<file path="config.mk">
export PLATFORM = sky130hd
export DESIGN_NAME = pphp_host_port
export DESIGN_NICKNAME = d
export VERILOG_FILES = /design/src/rtl/pphp_fifo.v /design/src/rtl/pphp_host_port.v
export VERILOG_INCLUDE_DIRS = /design/src /design/src/rtl
export SDC_FILE = /design/constraint.sdc
export NUM_CORES = 1
export LEC_CHECK = 0
export ABC_AREA = 1
export BUFFER_PORTS_ARGS = -buffer_cell sky130_fd_sc_hd__buf_2
export CAP_MARGIN = 15
export CORE_ASPECT_RATIO = 2
export CORE_MARGIN = 10
export CORE_UTILIZATION = 45
export CTS_CLUSTER_SIZE = 30
export DETAILED_ROUTE_END_ITERATION = 16
export GPL_ROUTABILITY_DRIVEN = 1
export REMOVE_ABC_BUFFERS = 1
export SLEW_MARGIN = 20
export SYNTH_ARGS = -nofsm -noshare
export SYNTH_HDL_FRONTEND = slang
export SYNTH_HIERARCHICAL = 1
export SYNTH_SLANG_ARGS = --single-unit
</file>
<file path="constraint.sdc">
create_clock -name clk -period 3.16 [get_ports clk]
set_input_delay 0.632 -clock clk [delete_from_list [all_inputs] [get_ports clk]]
set_output_delay 0.632 -clock clk [all_outputs]
set_load 0.05 [all_outputs]
</file>
<file path="src/rtl/pphp_defs.vh">
// pphp_defs.vh: timing counts and field positions for the parallel host port
// assumes a 100 MHz core clock; included by bare name
`ifndef PPHP_DEFS_VH
`define PPHP_DEFS_VH
`define PPHP_CLK_MHZ 100
// least strobe low time, ns, rounded up to cycles
`define PPHP_STROBE_MIN_NS 500
`define PPHP_STROBE_CYC ((`PPHP_STROBE_MIN_NS * `PPHP_CLK_MHZ + 999) / 1000)
// least initialise low time, us
`define PPHP_INIT_MIN_US 50
`define PPHP_INIT_CYC (`PPHP_INIT_MIN_US * `PPHP_CLK_MHZ)
// acknowledge pulse, us
`define PPHP_ACK_US 5
`define PPHP_ACK_CYC (`PPHP_ACK_US * `PPHP_CLK_MHZ)
`define PPHP_CNT_W 13
`define PPHP_DATA_W 8
`define PPHP_FIFO_DEPTH 16
`define PPHP_FIFO_AW 4
// option-board field positions on the data lines (bit one is index 0)
`define PPHP_OPT_CHAR8_BIT 0
`define PPHP_OPT_RATE_LO_BIT 1
`define PPHP_OPT_RATE_HI_BIT 2
`define PPHP_OPT_PARITY_ODD_BIT 3
`define PPHP_OPT_PARITY_OFF_BIT 4
`define PPHP_OPT_SERIAL_IN_BIT 7
`endif

</file>
<file path="src/rtl/pphp_fifo.v">
// pphp_fifo.v: flip-flop FIFO for the print buffer
// assumes one clock; flush empties it in one cycle
`timescale 1ns/10ps
module pphp_fifo #(
	parameter WIDTH = 8,
	parameter DEPTH = 16,
	parameter AW = 4
) (
	input wire clk,
	input wire rstn,
	input wire ce,
	input wire flush,
	input wire inValid,
	output wire inReady,
	input wire [WIDTH-1:0] inData,
	output wire outValid,
	input wire outReady,
	output wire [WIDTH-1:0] outData
);
	reg [WIDTH-1:0] mem_r [0:DEPTH-1];
	reg [AW-1:0] wrPtr_r;
	reg [AW-1:0] rdPtr_r;
	reg [AW:0] count_r;
	wire doWr;
	wire doRd;
	assign inReady = (count_r != DEPTH[AW:0]);
	assign outValid = (count_r != {(AW+1){1'b0}});
	assign outData = mem_r[rdPtr_r];
	assign doWr = inValid && inReady;
	assign doRd = outValid && outReady;
	always @(posedge clk or negedge rstn) begin
		if (!rstn) begin
			wrPtr_r <= {AW{1'b0}};
			rdPtr_r <= {AW{1'b0}};
			count_r <= {(AW+1){1'b0}};
		end else if (ce) begin
			if (flush) begin
				wrPtr_r <= {AW{1'b0}};
				rdPtr_r <= {AW{1'b0}};
				count_r <= {(AW+1){1'b0}};
			end else begin
				if (doWr)
					wrPtr_r <= wrPtr_r + 1'b1;
				if (doRd)
					rdPtr_r <= rdPtr_r + 1'b1;
				if (doWr && !doRd)
					count_r <= count_r + 1'b1;
				else if (doRd && !doWr)
					count_r <= count_r - 1'b1;
			end
		end
	end
	genvar i;
	generate
		for (i = 0; i < DEPTH; i = i + 1) begin : gEntry
			always @(posedge clk) begin
				if (ce && doWr && !flush && wrPtr_r == i[AW-1:0])
					mem_r[i] <= inData;
			end
		end
	endgenerate
endmodule // pphp_fifo

</file>
<file path="src/rtl/pphp_host_port.v">
// pphp_host_port.v: device end of the parallel host port with print buffer
// assumes pins arrive asynchronous to clk; print engine drains the buffer

`timescale 1ns/10ps
`include "pphp_defs.vh"

module pphp_host_port (
	input wire clk,
	input wire rstn,
	input wire ce,
	input wire strobeN,
	input wire [7:0] hostData,
	input wire initN,
	input wire hostSelectRequestN,
	input wire selectForceSwitch,
	output reg busy,
	output reg byteAcceptPulseN,
	output reg faultN,
	output reg paperOutFlag,
	output reg selected,
	input wire paperOut,
	input wire offLine,
	input wire errorCond,
	input wire printing,
	output wire prtValid,
	input wire prtReady,
	output wire [7:0] prtData,
	output reg initActive,
	input wire optionSelectRequestN,
	input wire serialSelect,
	output reg parityOffSelect,
	output reg parityOddSelect,
	output reg rateSelectLow,
	output reg rateSelectHigh,
	output reg char8Select,
	output reg serialIn,
	output reg serialMode
);
	localparam [1:0] ST_IDLE = 2'd0;
	localparam [1:0] ST_LOW = 2'd1;
	localparam [1:0] ST_PUSH = 2'd2;
	localparam [1:0] ST_ACK = 2'd3;
	localparam integer STB_CYC_I = `PPHP_STROBE_CYC;
	localparam integer INIT_CYC_I = `PPHP_INIT_CYC;
	localparam integer ACK_CYC_I = `PPHP_ACK_CYC;
	// counts cut to the counter width on purpose; all of them fit in 13 bits
	localparam [12:0] STB_CYC = STB_CYC_I[12:0];
	localparam [12:0] INIT_CYC = INIT_CYC_I[12:0];
	localparam [12:0] ACK_CYC = ACK_CYC_I[12:0];

	////////////////////////////////////////////////////////////////////////
	// pin synchronisers
	// reset to the idle-high pin levels so no false strobe or init follows reset
	reg [11:0] sync1_r;
	reg [11:0] sync2_r;
	always @(posedge clk or negedge rstn) begin
		if (!rstn) begin
			sync1_r <= 12'hfff;
			sync2_r <= 12'hfff;
		end else if (ce) begin
			sync1_r <= {strobeN, initN, hostSelectRequestN, optionSelectRequestN, hostData};
			sync2_r <= sync1_r;
		end
	end
	wire sStrobeN = sync2_r[11];
	wire sInitN = sync2_r[10];
	wire sSelReqN = sync2_r[9];
	wire sOptSelN = sync2_r[8];
	wire [7:0] sData = sync2_r[7:0];

	// switch set (default) forces selection, else host or option board must request it
	wire selReq = selectForceSwitch || (serialSelect ? !sOptSelN : !sSelReqN);

	////////////////////////////////////////////////////////////////////////
	// initialise filter: low beyond the least width resets controller
	// the counter saturates, so a long init holds the controller for as long as it lasts
	reg [12:0] initCnt_r;
	always @(posedge clk or negedge rstn) begin
		if (!rstn) begin
			initCnt_r <= 13'h0000;
			initActive <= 1'b0;
		end else if (ce) begin
			if (sInitN) begin
				initCnt_r <= 13'h0000;
				initActive <= 1'b0;
			end else if (initCnt_r < INIT_CYC) begin
				initCnt_r <= initCnt_r + 13'h0001;
			end else begin
				initActive <= 1'b1;
			end
		end
	end

	////////////////////////////////////////////////////////////////////////
	// strobe handshake
	reg [1:0] state_r;
	reg [1:0] state_nxt;
	reg [12:0] cnt_r;
	reg [12:0] cnt_nxt;
	reg [7:0] byte_r;
	reg [7:0] byte_nxt;
	wire fifoReady;
	wire fault = paperOut || offLine || errorCond;

	// a strobe shorter than the least width falls back to idle with no byte and no ack
	always @* begin
		state_nxt = state_r;
		cnt_nxt = cnt_r;
		byte_nxt = byte_r;
		case (state_r)
		ST_IDLE: begin
			cnt_nxt = 13'h0000;
			if (!sStrobeN && selReq && !fault)
				state_nxt = ST_LOW;
		end
		ST_LOW: begin
			if (!sStrobeN) begin
				if (cnt_r < STB_CYC)
					cnt_nxt = cnt_r + 13'h0001;
				byte_nxt = sData;
			end else if (cnt_r >= STB_CYC) begin
				state_nxt = ST_PUSH;
			end else begin
				state_nxt = ST_IDLE;
			end
		end
		ST_PUSH: begin
			cnt_nxt = 13'h0000;
			if (fifoReady)
				state_nxt = ST_ACK;
		end
		default: begin
			if (cnt_r < ACK_CYC - 13'h0001)
				cnt_nxt = cnt_r + 13'h0001;
			else
				state_nxt = ST_IDLE;
		end
		endcase
	end

	// init holds the handshake idle; the data register keeps its last byte
	always @(posedge clk or negedge rstn) begin
		if (!rstn) begin
			state_r <= ST_IDLE;
			cnt_r <= 13'h0000;
			byte_r <= 8'h00;
		end else if (ce) begin
			if (initActive) begin
				state_r <= ST_IDLE;
				cnt_r <= 13'h0000;
			end else begin
				state_r <= state_nxt;
				cnt_r <= cnt_nxt;
				byte_r <= byte_nxt;
			end
		end
	end

	////////////////////////////////////////////////////////////////////////
	// print buffer
	pphp_fifo #(
		.WIDTH(`PPHP_DATA_W),
		.DEPTH(`PPHP_FIFO_DEPTH),
		.AW(`PPHP_FIFO_AW)
	) uBuffer (
		.clk(clk),
		.rstn(rstn),
		.ce(ce),
		.flush(initActive),
		.inValid(state_r == ST_PUSH),
		.inReady(fifoReady),
		.inData(byte_r),
		.outValid(prtValid),
		.outReady(prtReady),
		.outData(prtData)
	);

	////////////////////////////////////////////////////////////////////////
	// status outputs and option-board decode
	// busy looks at state_nxt so it rises on the very edge a strobe is taken
	wire busyNow = initActive || state_nxt != ST_IDLE || state_r != ST_IDLE || printing || fault || !fifoReady;
	// option bits follow the synced data lines; the option board samples them itself
	always @(posedge clk or negedge rstn) begin
		if (!rstn) begin
			busy <= 1'b1;
			byteAcceptPulseN <= 1'b1;
			faultN <= 1'b1;
			paperOutFlag <= 1'b0;
			selected <= 1'b0;
			parityOffSelect <= 1'b0;
			parityOddSelect <= 1'b0;
			rateSelectLow <= 1'b0;
			rateSelectHigh <= 1'b0;
			char8Select <= 1'b0;
			serialIn <= 1'b1;
			serialMode <= 1'b0;
		end else if (ce) begin
			busy <= busyNow;
			byteAcceptPulseN <= !(state_nxt == ST_ACK && !initActive);
			faultN <= !fault;
			paperOutFlag <= paperOut;
			selected <= selReq && !offLine;
			serialMode <= serialSelect;
			parityOffSelect <= sData[`PPHP_OPT_PARITY_OFF_BIT];
			parityOddSelect <= sData[`PPHP_OPT_PARITY_ODD_BIT];
			rateSelectHigh <= sData[`PPHP_OPT_RATE_HI_BIT];
			rateSelectLow <= sData[`PPHP_OPT_RATE_LO_BIT];
			char8Select <= sData[`PPHP_OPT_CHAR8_BIT];
			serialIn <= sData[`PPHP_OPT_SERIAL_IN_BIT];
		end
	end
endmodule // pphp_host_port

</file>
==> results of run 1 <==
## worst paths after layout
path,cells after the start,end
min reg2reg,2,sync1_r[3]
max reg2reg,8,uBuffer/mem_r[5][5]
min,1,uBuffer/count_r[4]
max,9,prtData[4]
min in group clk,3,sync1_r[0]
max in group asynchronous,2,faultN
## placed cells by master (no fill, tap or decap), types with 7 or more instances in the layout
cell,netlist,final
nand3_1,45,45
buf_4,4,25
nand2_2,7,7
xor2_1,9,9
o22ai_1,17,17
nor2_1,146,146
clkbuf_16,0,21
dfstp_2,28,28
edfxtp_1,128,128
ha_1,12,12
o211ai_1,30,30
dfrtp_1,58,58
nand4_1,12,12
o21ai_0,105,105
nand2_1,206,206
inv_1,62,62
buf_2,8,42
## synth_stat cells (6+ instances only)
cell	instances	area share [%]
buf_2	8	0.42
clkbuf_1	22	0.87
dfrtp_1	58	15
dfstp_2	28	7.7
edfxtp_1	128	40
ha_1	12	1.6
inv_1	62	2.4
nand2_1	206	8.1
nand2_2	7	0.46
nand3_1	45	2.4
nand4_1	12	0.79
nor2_1	146	5.7
nor3_1	6	0.31
o211ai_1	30	2.4
o21ai_0	105	5.5
o22ai_1	17	1.1
xor2_1	9	0.83
## through the flow
| step | setup slack (ns) | util (%) | total power (W) | area (µm²) | hold WS [ns] |
|---|---|---|---|---|---|
| 4_1_cts | 0.2591 | 51.89 | 0.008864 | 10860 | 0.2063 |
| 2_1_floorplan | 0.1365 | - | 0.005303 | 9324 | 0.3364 |
| 3_3_place_gp | 0.7272 | 48.35 | 0.006135 | 10120 | 0.4487 |
| 3_5_place_dp | 0.7015 | 48.35 | 0.006187 | 10120 | 0.4524 |
| 6_report | 0.2984 | 51.89 | 0.008758 | 10860 | 0.1800 |
| 5_1_grt | 0.1108 | 51.89 | 0.009233 | 10860 | 0.2375 |
## report_power, final
part / internal, W / switching (W)
clock: 0.00167 / 0.00100
sequential: 0.00338 / 0.000330
combinational: 0.000707 / 0.00167
## registers in the layout, summed over array words and instances, names as in the netlist, 2 cells and up
register and flops:
byte_r 8, uBuffer/mem_r 128, sync1_r 12, sync2_r 12
uBuffer/rdPtr_r 4, cnt_r 13, state_r 2, initCnt_r 13
uBuffer/count_r 5, uBuffer/wrPtr_r 4
## critical path, cell delays in order, from the launching register on
cell	delay (ns)
dfrtp_1	0.44
inv_4	0.28
buf_12	0.21
nor2_1	0.05
nor2_1	0.08
o21ai_0	0.09
o211ai_1	0.10
o211ai_1	0.12
nand2_1	0.10
buf_2	0.26
## layout make-up
type / instances / area [µm²] / share of cell area [%]
Inverter: 66 / 250.2 / 2.304
Clock buffer: 25 / 560.5 / 5.162
Timing Repair Buffer: 70 / 457.9 / 4.217
Multi-Input combinational cell: 625 / 3043 / 28.02
Clock inverter: 11 / 180.2 / 1.659
Sequential cell: 214 / 6031 / 55.54
Tap cell: 269 / 336.6 / 3.099
## kinds of logic (layout without fill, tap and decap cells)
kind of cell               after synthesis  count (layout)  synth area share, %
AOI/OAI and AO/OA                      169             169                10.25
xor gates and xnor gates                12              12                1.102
adders and majority gates               13              13                1.784
buffers and inverters                  106             172                4.867
DFF                                    214             214                63.23
and+or+nand+nor                        431             431                18.77
## layer usage
layer  vias up  wire, µm
li1       3300         -
met1      3244      7731
met2        91     12660
met3        42       586
met4         0       777
met5         -         0
==> impl_summary.log, run 1 <==
[metrics] actual transition at the worst max-transition pin: 0.8927 ns
[metrics] clock insertion delay at the later pin of the skew report: 0.49 ns
[metrics] total core area: 0.02093 mm²
[metrics] static power due to leakage: 4.472 nW
[metrics] RSZ-0062 raised after global routing: no
[metrics] flop-to-flop setup slack: 0.71 ns
[metrics] Warnings, synthesis: 6
[metrics] vias in the first global route: 6,861
[metrics] # port buffers: 43
[metrics] x dimension of the die: 122.9 µm
[metrics] total instance count after detailed placement: 1,244
[metrics] overflow left after global routing: 0
[metrics] ports placed on the boundary: 44
[metrics] share of flip-flops with an asynchronous set or reset after synthesis: 40.19%
[metrics] post-route clock skew: 0.01572 ns
[metrics] CTS sink cnt: 214
[metrics] fillers: 1,926
[metrics] Site Rows: 75
[metrics] total via count in the routed design: 6,677
[metrics] global-route track usage on met3: 2.051%
[metrics] Crit Path Max Fanout: 28
[metrics] starting density of the core: 45.58%
[metrics] headroom to the max-slew limit: 40.27%
[metrics] Cell Count, Final, Fillers Out: 1,280
[metrics] WL per Instance: 17.00 µm
[metrics] Hold Buf Count CTS: 0
[metrics] post-CTS sizing: 0
[metrics] Worst Path Arrival: 2.23 ns
[metrics] height of the die: 225.9 µm
[metrics] count of final max-slew check failures: 0
[metrics] Layout Nets: 1,032
[metrics] required time at the endpoint of the critical path: 2.53 ns
[metrics] Post-synth EDFFs: 128
[metrics] result of the run: finished, final reports clean
[metrics] ratio of routed vias to standard cells: 5.216
[metrics] number of DRC violations after detailed-routing iteration 0: 312
[metrics] path class of the lowest-slack min-delay path: in2async
[metrics] Final HPWL DP: 15.27 mm
[metrics] clock buffers created by TritonCTS: 20
[metrics] startpoint of the lowest-slack register-to-register path: uBuffer/count_r[0]
[metrics] gate count of the mapped netlist: 945
[metrics] worst vdd ir: 0.4540 mV
[metrics] time the final worst path needs with I/O delays and setup: 2.862 ns
[metrics] antenna fix cells: 0
[metrics] netlist area before placement: 0.009538 mm²
[metrics] most used flip-flop cell after synthesis: edfxtp_1
[metrics] fraction of layout cells with a size suffix above 1: 14.94%
[metrics] CTS HTree Levels: 1
[metrics] synthesis-stage register bit count: 214
[metrics] pin count of the biggest net entering global routing: 65
[metrics] element type at the critical path end: primary output
[metrics] number of failing hold endpoints at the final stage: 0
[metrics] met2 Track Usage GR: 32.08%
[metrics] overall routing resource usage: 16.04%
[metrics] synthesized area per cell: 10.09 µm²
[metrics] Die Footprint: 0.02777 mm²
[metrics] setup violation total in the final timing report: 0
[metrics] type of the setup path with the least slack: reg2out
[metrics] CTS tree: done
[metrics] total DRC errors in the routed layout: 0
[metrics] Final period util: 90.56%
[metrics] Total Neg Setup Slack: 0 ns
[metrics] kind of start point of the critical path: flip-flop
[metrics] post-CTS setup buffer count: 0
[metrics] number of distinct library cell variants in the gate-level netlist after synthesis: 39
[metrics] maximum clock frequency: 349.5 MHz
[metrics] sequential fraction of the synthesis area: 63.23%
[metrics] Root Driver: clkbuf_16
[metrics] global route hottest layer: met2
[metrics] Reg clk slew, reported paths: 0.06 ns
[metrics] number of antenna violations at the first check in global routing: 0
[metrics] Total Routed Length: 21.76 mm
[metrics] clk buf depth: 3
[metrics] 1st-pass router iterations: 4
[metrics] power per cell area: 806.5 mW/mm²
[metrics] routing usage on met1: 15.66%
[metrics] worst setup path startpoint: uBuffer/rdPtr_r[0]
[metrics] Final ANT Viol Nets: 0
[metrics] first-pass GRT wire length: 35.38 mm
[metrics] Max-Cap Viols: 0
[metrics] area growth from synthesis to layout: 13.85%
[metrics] gp weighted congestion: 0.8247
No activity file was read; power rests on OpenSTA's default activity.
==> run 2: changes to the inputs <==
- CELL_PAD_IN_SITES_DETAIL_PLACEMENT: default -> 0
- CELL_PAD_IN_SITES_GLOBAL_PLACEMENT: default -> 1
- PLACE_DENSITY_LB_ADDON: default -> 0.1
- SYNTH_HIERARCHICAL: 1 -> default
==> impl_summary.log, run 2 <==
[metrics] result of the run: finished, final reports clean
[metrics] worst hold margin: 0.1402 ns (-0.03982 ns)
[metrics] headroom to the max-slew limit: 43.59% (+3.3 points)
[metrics] clock insertion delay at the later pin of the skew report: 0.50 ns (about the same)
[metrics] cell type of the slowest stage on the worst timing path: dfrtp_1
[metrics] number of distinct library cell variants in the gate-level netlist after synthesis: 41 (+5.1%)
[metrics] kind of start point of the critical path: flip-flop
[metrics] element type at the critical path end: primary output
[metrics] vias in the first global route: 6,688 (-2.5%)
[metrics] top cells by area, synth: edfxtp_1 (40%), dfrtp_1 (15%), nand2_1 (8.1%)
[metrics] internal power: 0.005661 W (-1.6%)
[metrics] post-route clock skew: 0.008679 ns (-0.007045 ns)
[metrics] time the final worst path needs with I/O delays and setup: 2.988 ns (+0.1263 ns)
[metrics] Final HPWL DP: 16.07 mm (+5.2%)
[metrics] number of failing hold endpoints at the final stage: 0 (unchanged)
[metrics] Crit Path Max Fanout: 64 (+130%)
[metrics] Reg clk slew, reported paths: 0.07 ns (about the same)
[metrics] 1st-pass router iterations: 5 (+1)
[metrics] first-pass GRT wire length: 36.57 mm (+3.4%)
[metrics] max FFs per register: 128 (unchanged)
[metrics] sequential cell area: 0.006032 mm² (about the same)
[metrics] fraction of the mapped netlist area in compound gates: 9.787% (-0.46 points)
[metrics] maximum single-stage delay on the critical path: 0.41 ns (-0.03 ns)
[metrics] power per cell area: 831.2 mW/mm² (+3.1%)
[metrics] Site Rows: 75 (unchanged)
[metrics] Post-synth EDFFs: 128 (unchanged)
[metrics] post-CTS setup buffer count: 0 (unchanged)
[metrics] share of cell area taken by muxes after synthesis: 0% (unchanged)
[metrics] required time at the endpoint of the critical path: 2.53 ns (about the same)
[metrics] type of the setup path with the least slack: reg2out
[metrics] post-CTS sizing: 0 (unchanged)
[metrics] Final period util: 94.55% (+4.0 points)
[metrics] Die Footprint: 0.02771 mm² (-0.24%)
[metrics] total instance count after detailed placement: 1,240 (-0.32%)
[metrics] fraction of layout cells with a size suffix above 1: 15.41% (+0.47 points)
[metrics] most frequent cells in the layout: nand2_1 (205), nor2_1 (145), edfxtp_1 (128), o21ai_0 (117)
[metrics] most repeated cell in the gate-level netlist after synthesis: nand2_1
[metrics] height of the die: 225.6 µm (-0.13%)
[metrics] post-layout power: 0.008936 W (+2.0%)
[metrics] netlist area before placement: 0.009512 mm² (-0.28%)
[metrics] power share of the sequential group: 42.4% (about the same)
[metrics] CTS HTree Levels: 1 (unchanged)
[metrics] clock buffers created by TritonCTS: 20 (unchanged)
[metrics] switching power: 0.003275 W (+9.0%)
[metrics] total DRC errors in the routed layout: 0 (unchanged)
[metrics] gate count of the mapped netlist: 948 (+0.32%)
[metrics] synthesized area per cell: 10.03 µm² (-0.59%)
[metrics] synthesis-stage register bit count: 214 (unchanged)
[metrics] Cell Count, Final, Fillers Out: 1,275 (-0.39%)
[metrics] cell taking the most area after synthesis: edfxtp_1
[metrics] sequential fraction of the synthesis area: 63.40% (+0.17 points)
[metrics] Top Registers: uBuffer.mem_r x128, cnt_r x13, initCnt_r x13
[metrics] maximum clock frequency: 334.7 MHz (-4.2%)
[metrics] post-place instance area: 0.01005 mm² (-0.69%)
[metrics] xor/xnor share of the synthesized area: 1.105% (+0.0030 points)
[metrics] area of the multi-input gates: 0.003037 mm² (-0.21%)
[metrics] clock share of power: 28.8% (-1.7 points)
[metrics] count of final max-slew check failures: 0 (unchanged)
[metrics] overflow left after global routing: 0 (unchanged)
[metrics] CTS tree: done
[metrics] Layout Nets: 1,027 (-0.48%)
[metrics] worst vdd ir: 1.004 mV (+120%)
[metrics] x dimension of the die: 122.8 µm (-0.11%)
[metrics] actual transition at the worst max-transition pin: 0.8430 ns (-0.04969 ns)
[metrics] Non-Filler Cell Area, Final: 0.01075 mm² (-0.99%)
[metrics] share of the synthesized area in the top cell type: 40.41% (+0.11 points)
[metrics] CTS sink cnt: 214 (unchanged)
[metrics] most used flip-flop cell after synthesis: edfxtp_1
[metrics] simple-gate area share of the yosys netlist: 19.38% (+0.60 points)
[metrics] share of flip-flops with an asynchronous set or reset after synthesis: 40.19% (unchanged)
[metrics] top register by number of flip-flops: uBuffer.mem_r
[metrics] total core area: 0.02093 mm² (unchanged)
[metrics] overall routing resource usage: 17.06% (+1.0 points)
[metrics] ordered cell list for the critical path: inv_2, buf_12, nor2_1, nor2_1, o21ai_0, o211ai_1, o211ai_1, nand2_1, buf_2
[metrics] Root Driver: clkbuf_16
[metrics] total via count in the routed design: 6,528 (-2.2%)
[metrics] most common library cell in the layout ignoring fill and taps: nand2_1
[metrics] RSZ-0062 raised after global routing: no
[metrics] switching share of power: 36.65% (+2.3 points)
[metrics] fillers: 1,975 (+2.5%)
[metrics] # port buffers: 43 (unchanged)
[metrics] Hold Buf Count CTS: 0 (unchanged)
[metrics] Warnings, synthesis: 0 (-6)
[metrics] gp weighted congestion: 0.8059 (-2.3%)
[metrics] proportion of power drawn by combinational gates: 28.8% (+1.6 points)
[metrics] pin count of the biggest net entering global routing: 81 (+25%)
[metrics] area growth from synthesis to layout: 13.04%
[metrics] Max-Cap Viols: 0 (unchanged)
[metrics] ports placed on the boundary: 44 (unchanged)
[metrics] number of DRC violations after detailed-routing iteration 0: 385 (+23%)
[metrics] ratio of routed vias to standard cells: 5.120 (-1.8%)
[metrics] static power due to leakage: 4.338 nW (-3.0%)
[metrics] setup violation total in the final timing report: 0 (unchanged)
[metrics] starting density of the core: 45.45% (-0.13 points)
[metrics] Total Routed Length: 23.18 mm (+6.5%)
[metrics] leading cell types by count after synthesis: nand2_1 (205), nor2_1 (145), edfxtp_1 (128)
[metrics] antenna fix cells: 0 (unchanged)
[metrics] number of antenna violations at the first check in global routing: 0 (unchanged)
[metrics] dominant combinational cell family by area after synthesis: simple AND/OR/NAND/NOR gates
[metrics] path class of the lowest-slack min-delay path: in2async
[metrics] WL per Instance: 18.18 µm (+7.0%)
[metrics] Final ANT Viol Nets: 0 (unchanged)
[metrics] Worst Path Arrival: 2.36 ns (+0.13 ns)
[metrics] clk buf depth: 3 (unchanged)
[metrics] adder and majority gate portion of the synthesized area: 1.657% (-0.13 points)
## run 2: critical path, delay by kind of cell, from the launching register on
| family | cells | cell delay [ns] |
|---|---|---|
| simple gates | 3 | 0.24 |
| flops | 1 | 0.41 |
| buf+inv | 3 | 0.64 |
| compound gates | 3 | 0.54 |
## run 2: cells by family after synthesis
family                   count (synthesis)
adder cells (fa/ha/maj)                 12
buffers and inverters                  107
XOR/XNOR                                12
AO/OA/AOI/OAI                          163
AND/OR/NAND/NOR                        440
flip-flops                             214
## run 2: path summary, 6_finish.rpt
| kind | from | end | slack, ns | cells after the start |
|---|---|---|---|---|
| worst max-delay path | uBuffer.rdPtr_r[0] | prtData[7] | 0.17 | 9 |
| worst min-delay path | rstn | initCnt_r[0] | 0.14 | 1 |
| worst max register to register | uBuffer.count_r[1] | uBuffer.count_r[4] | 0.66 | 15 |
| worst min register to register | sync1_r[7] | sync1_r[7] | 0.46 | 2 |
| max in group asynchronous | rstn | uBuffer.rdPtr_r[1] | 2.36 | 2 |
| min in group clk | hostSelectRequestN | sync1_r[9] | 0.32 | 3 |
## run 2: layout make-up
class                           instances  area share (%)
Multi-Input combinational cell        627           28.24
Sequential cell                       214           56.10
Timing Repair Buffer                   62           3.619
Tap cell                              269           3.130
Inverter                               68           2.397
Clock inverter                         13           1.583
Clock buffer                           22           4.923
## run 2: per-layer routing
metal	share of wire, %	track usage (%)	vias up
li1	-	-	3277
met1	35	17.52	3081
met2	56	32.00	119
met3	3.2	2.076	51
met4	5.0	9.282	0
met5	0	0	-
## run 2: through the flow
stage	setup TNS (ns)	util (%)	setup slack, ns
2_1_floorplan	-0.06225	-	-0.01715
5_1_grt	0	51.38	0.04682
3_3_place_gp	0	48.02	0.6264
4_1_cts	0	51.36	0.1576
6_report	0	51.38	0.1721
3_5_place_dp	0	48.02	0.6437
## run 2: power by group through the flow
| stage | sequential (W) | clock, W | combinational, W |
|---|---|---|---|
| 4_1_cts | 0.00380 | 0.00264 | 0.00262 |
| 3_5_place_dp | 0.00386 | 0 | 0.00261 |
| 3_3_place_gp | 0.00385 | 0 | 0.00261 |
| 5_1_grt | 0.00384 | 0.00273 | 0.00287 |
| 6_report | 0.00379 | 0.00258 | 0.00257 |
| 2_1_floorplan | 0.00384 | 0 | 0.00161 |
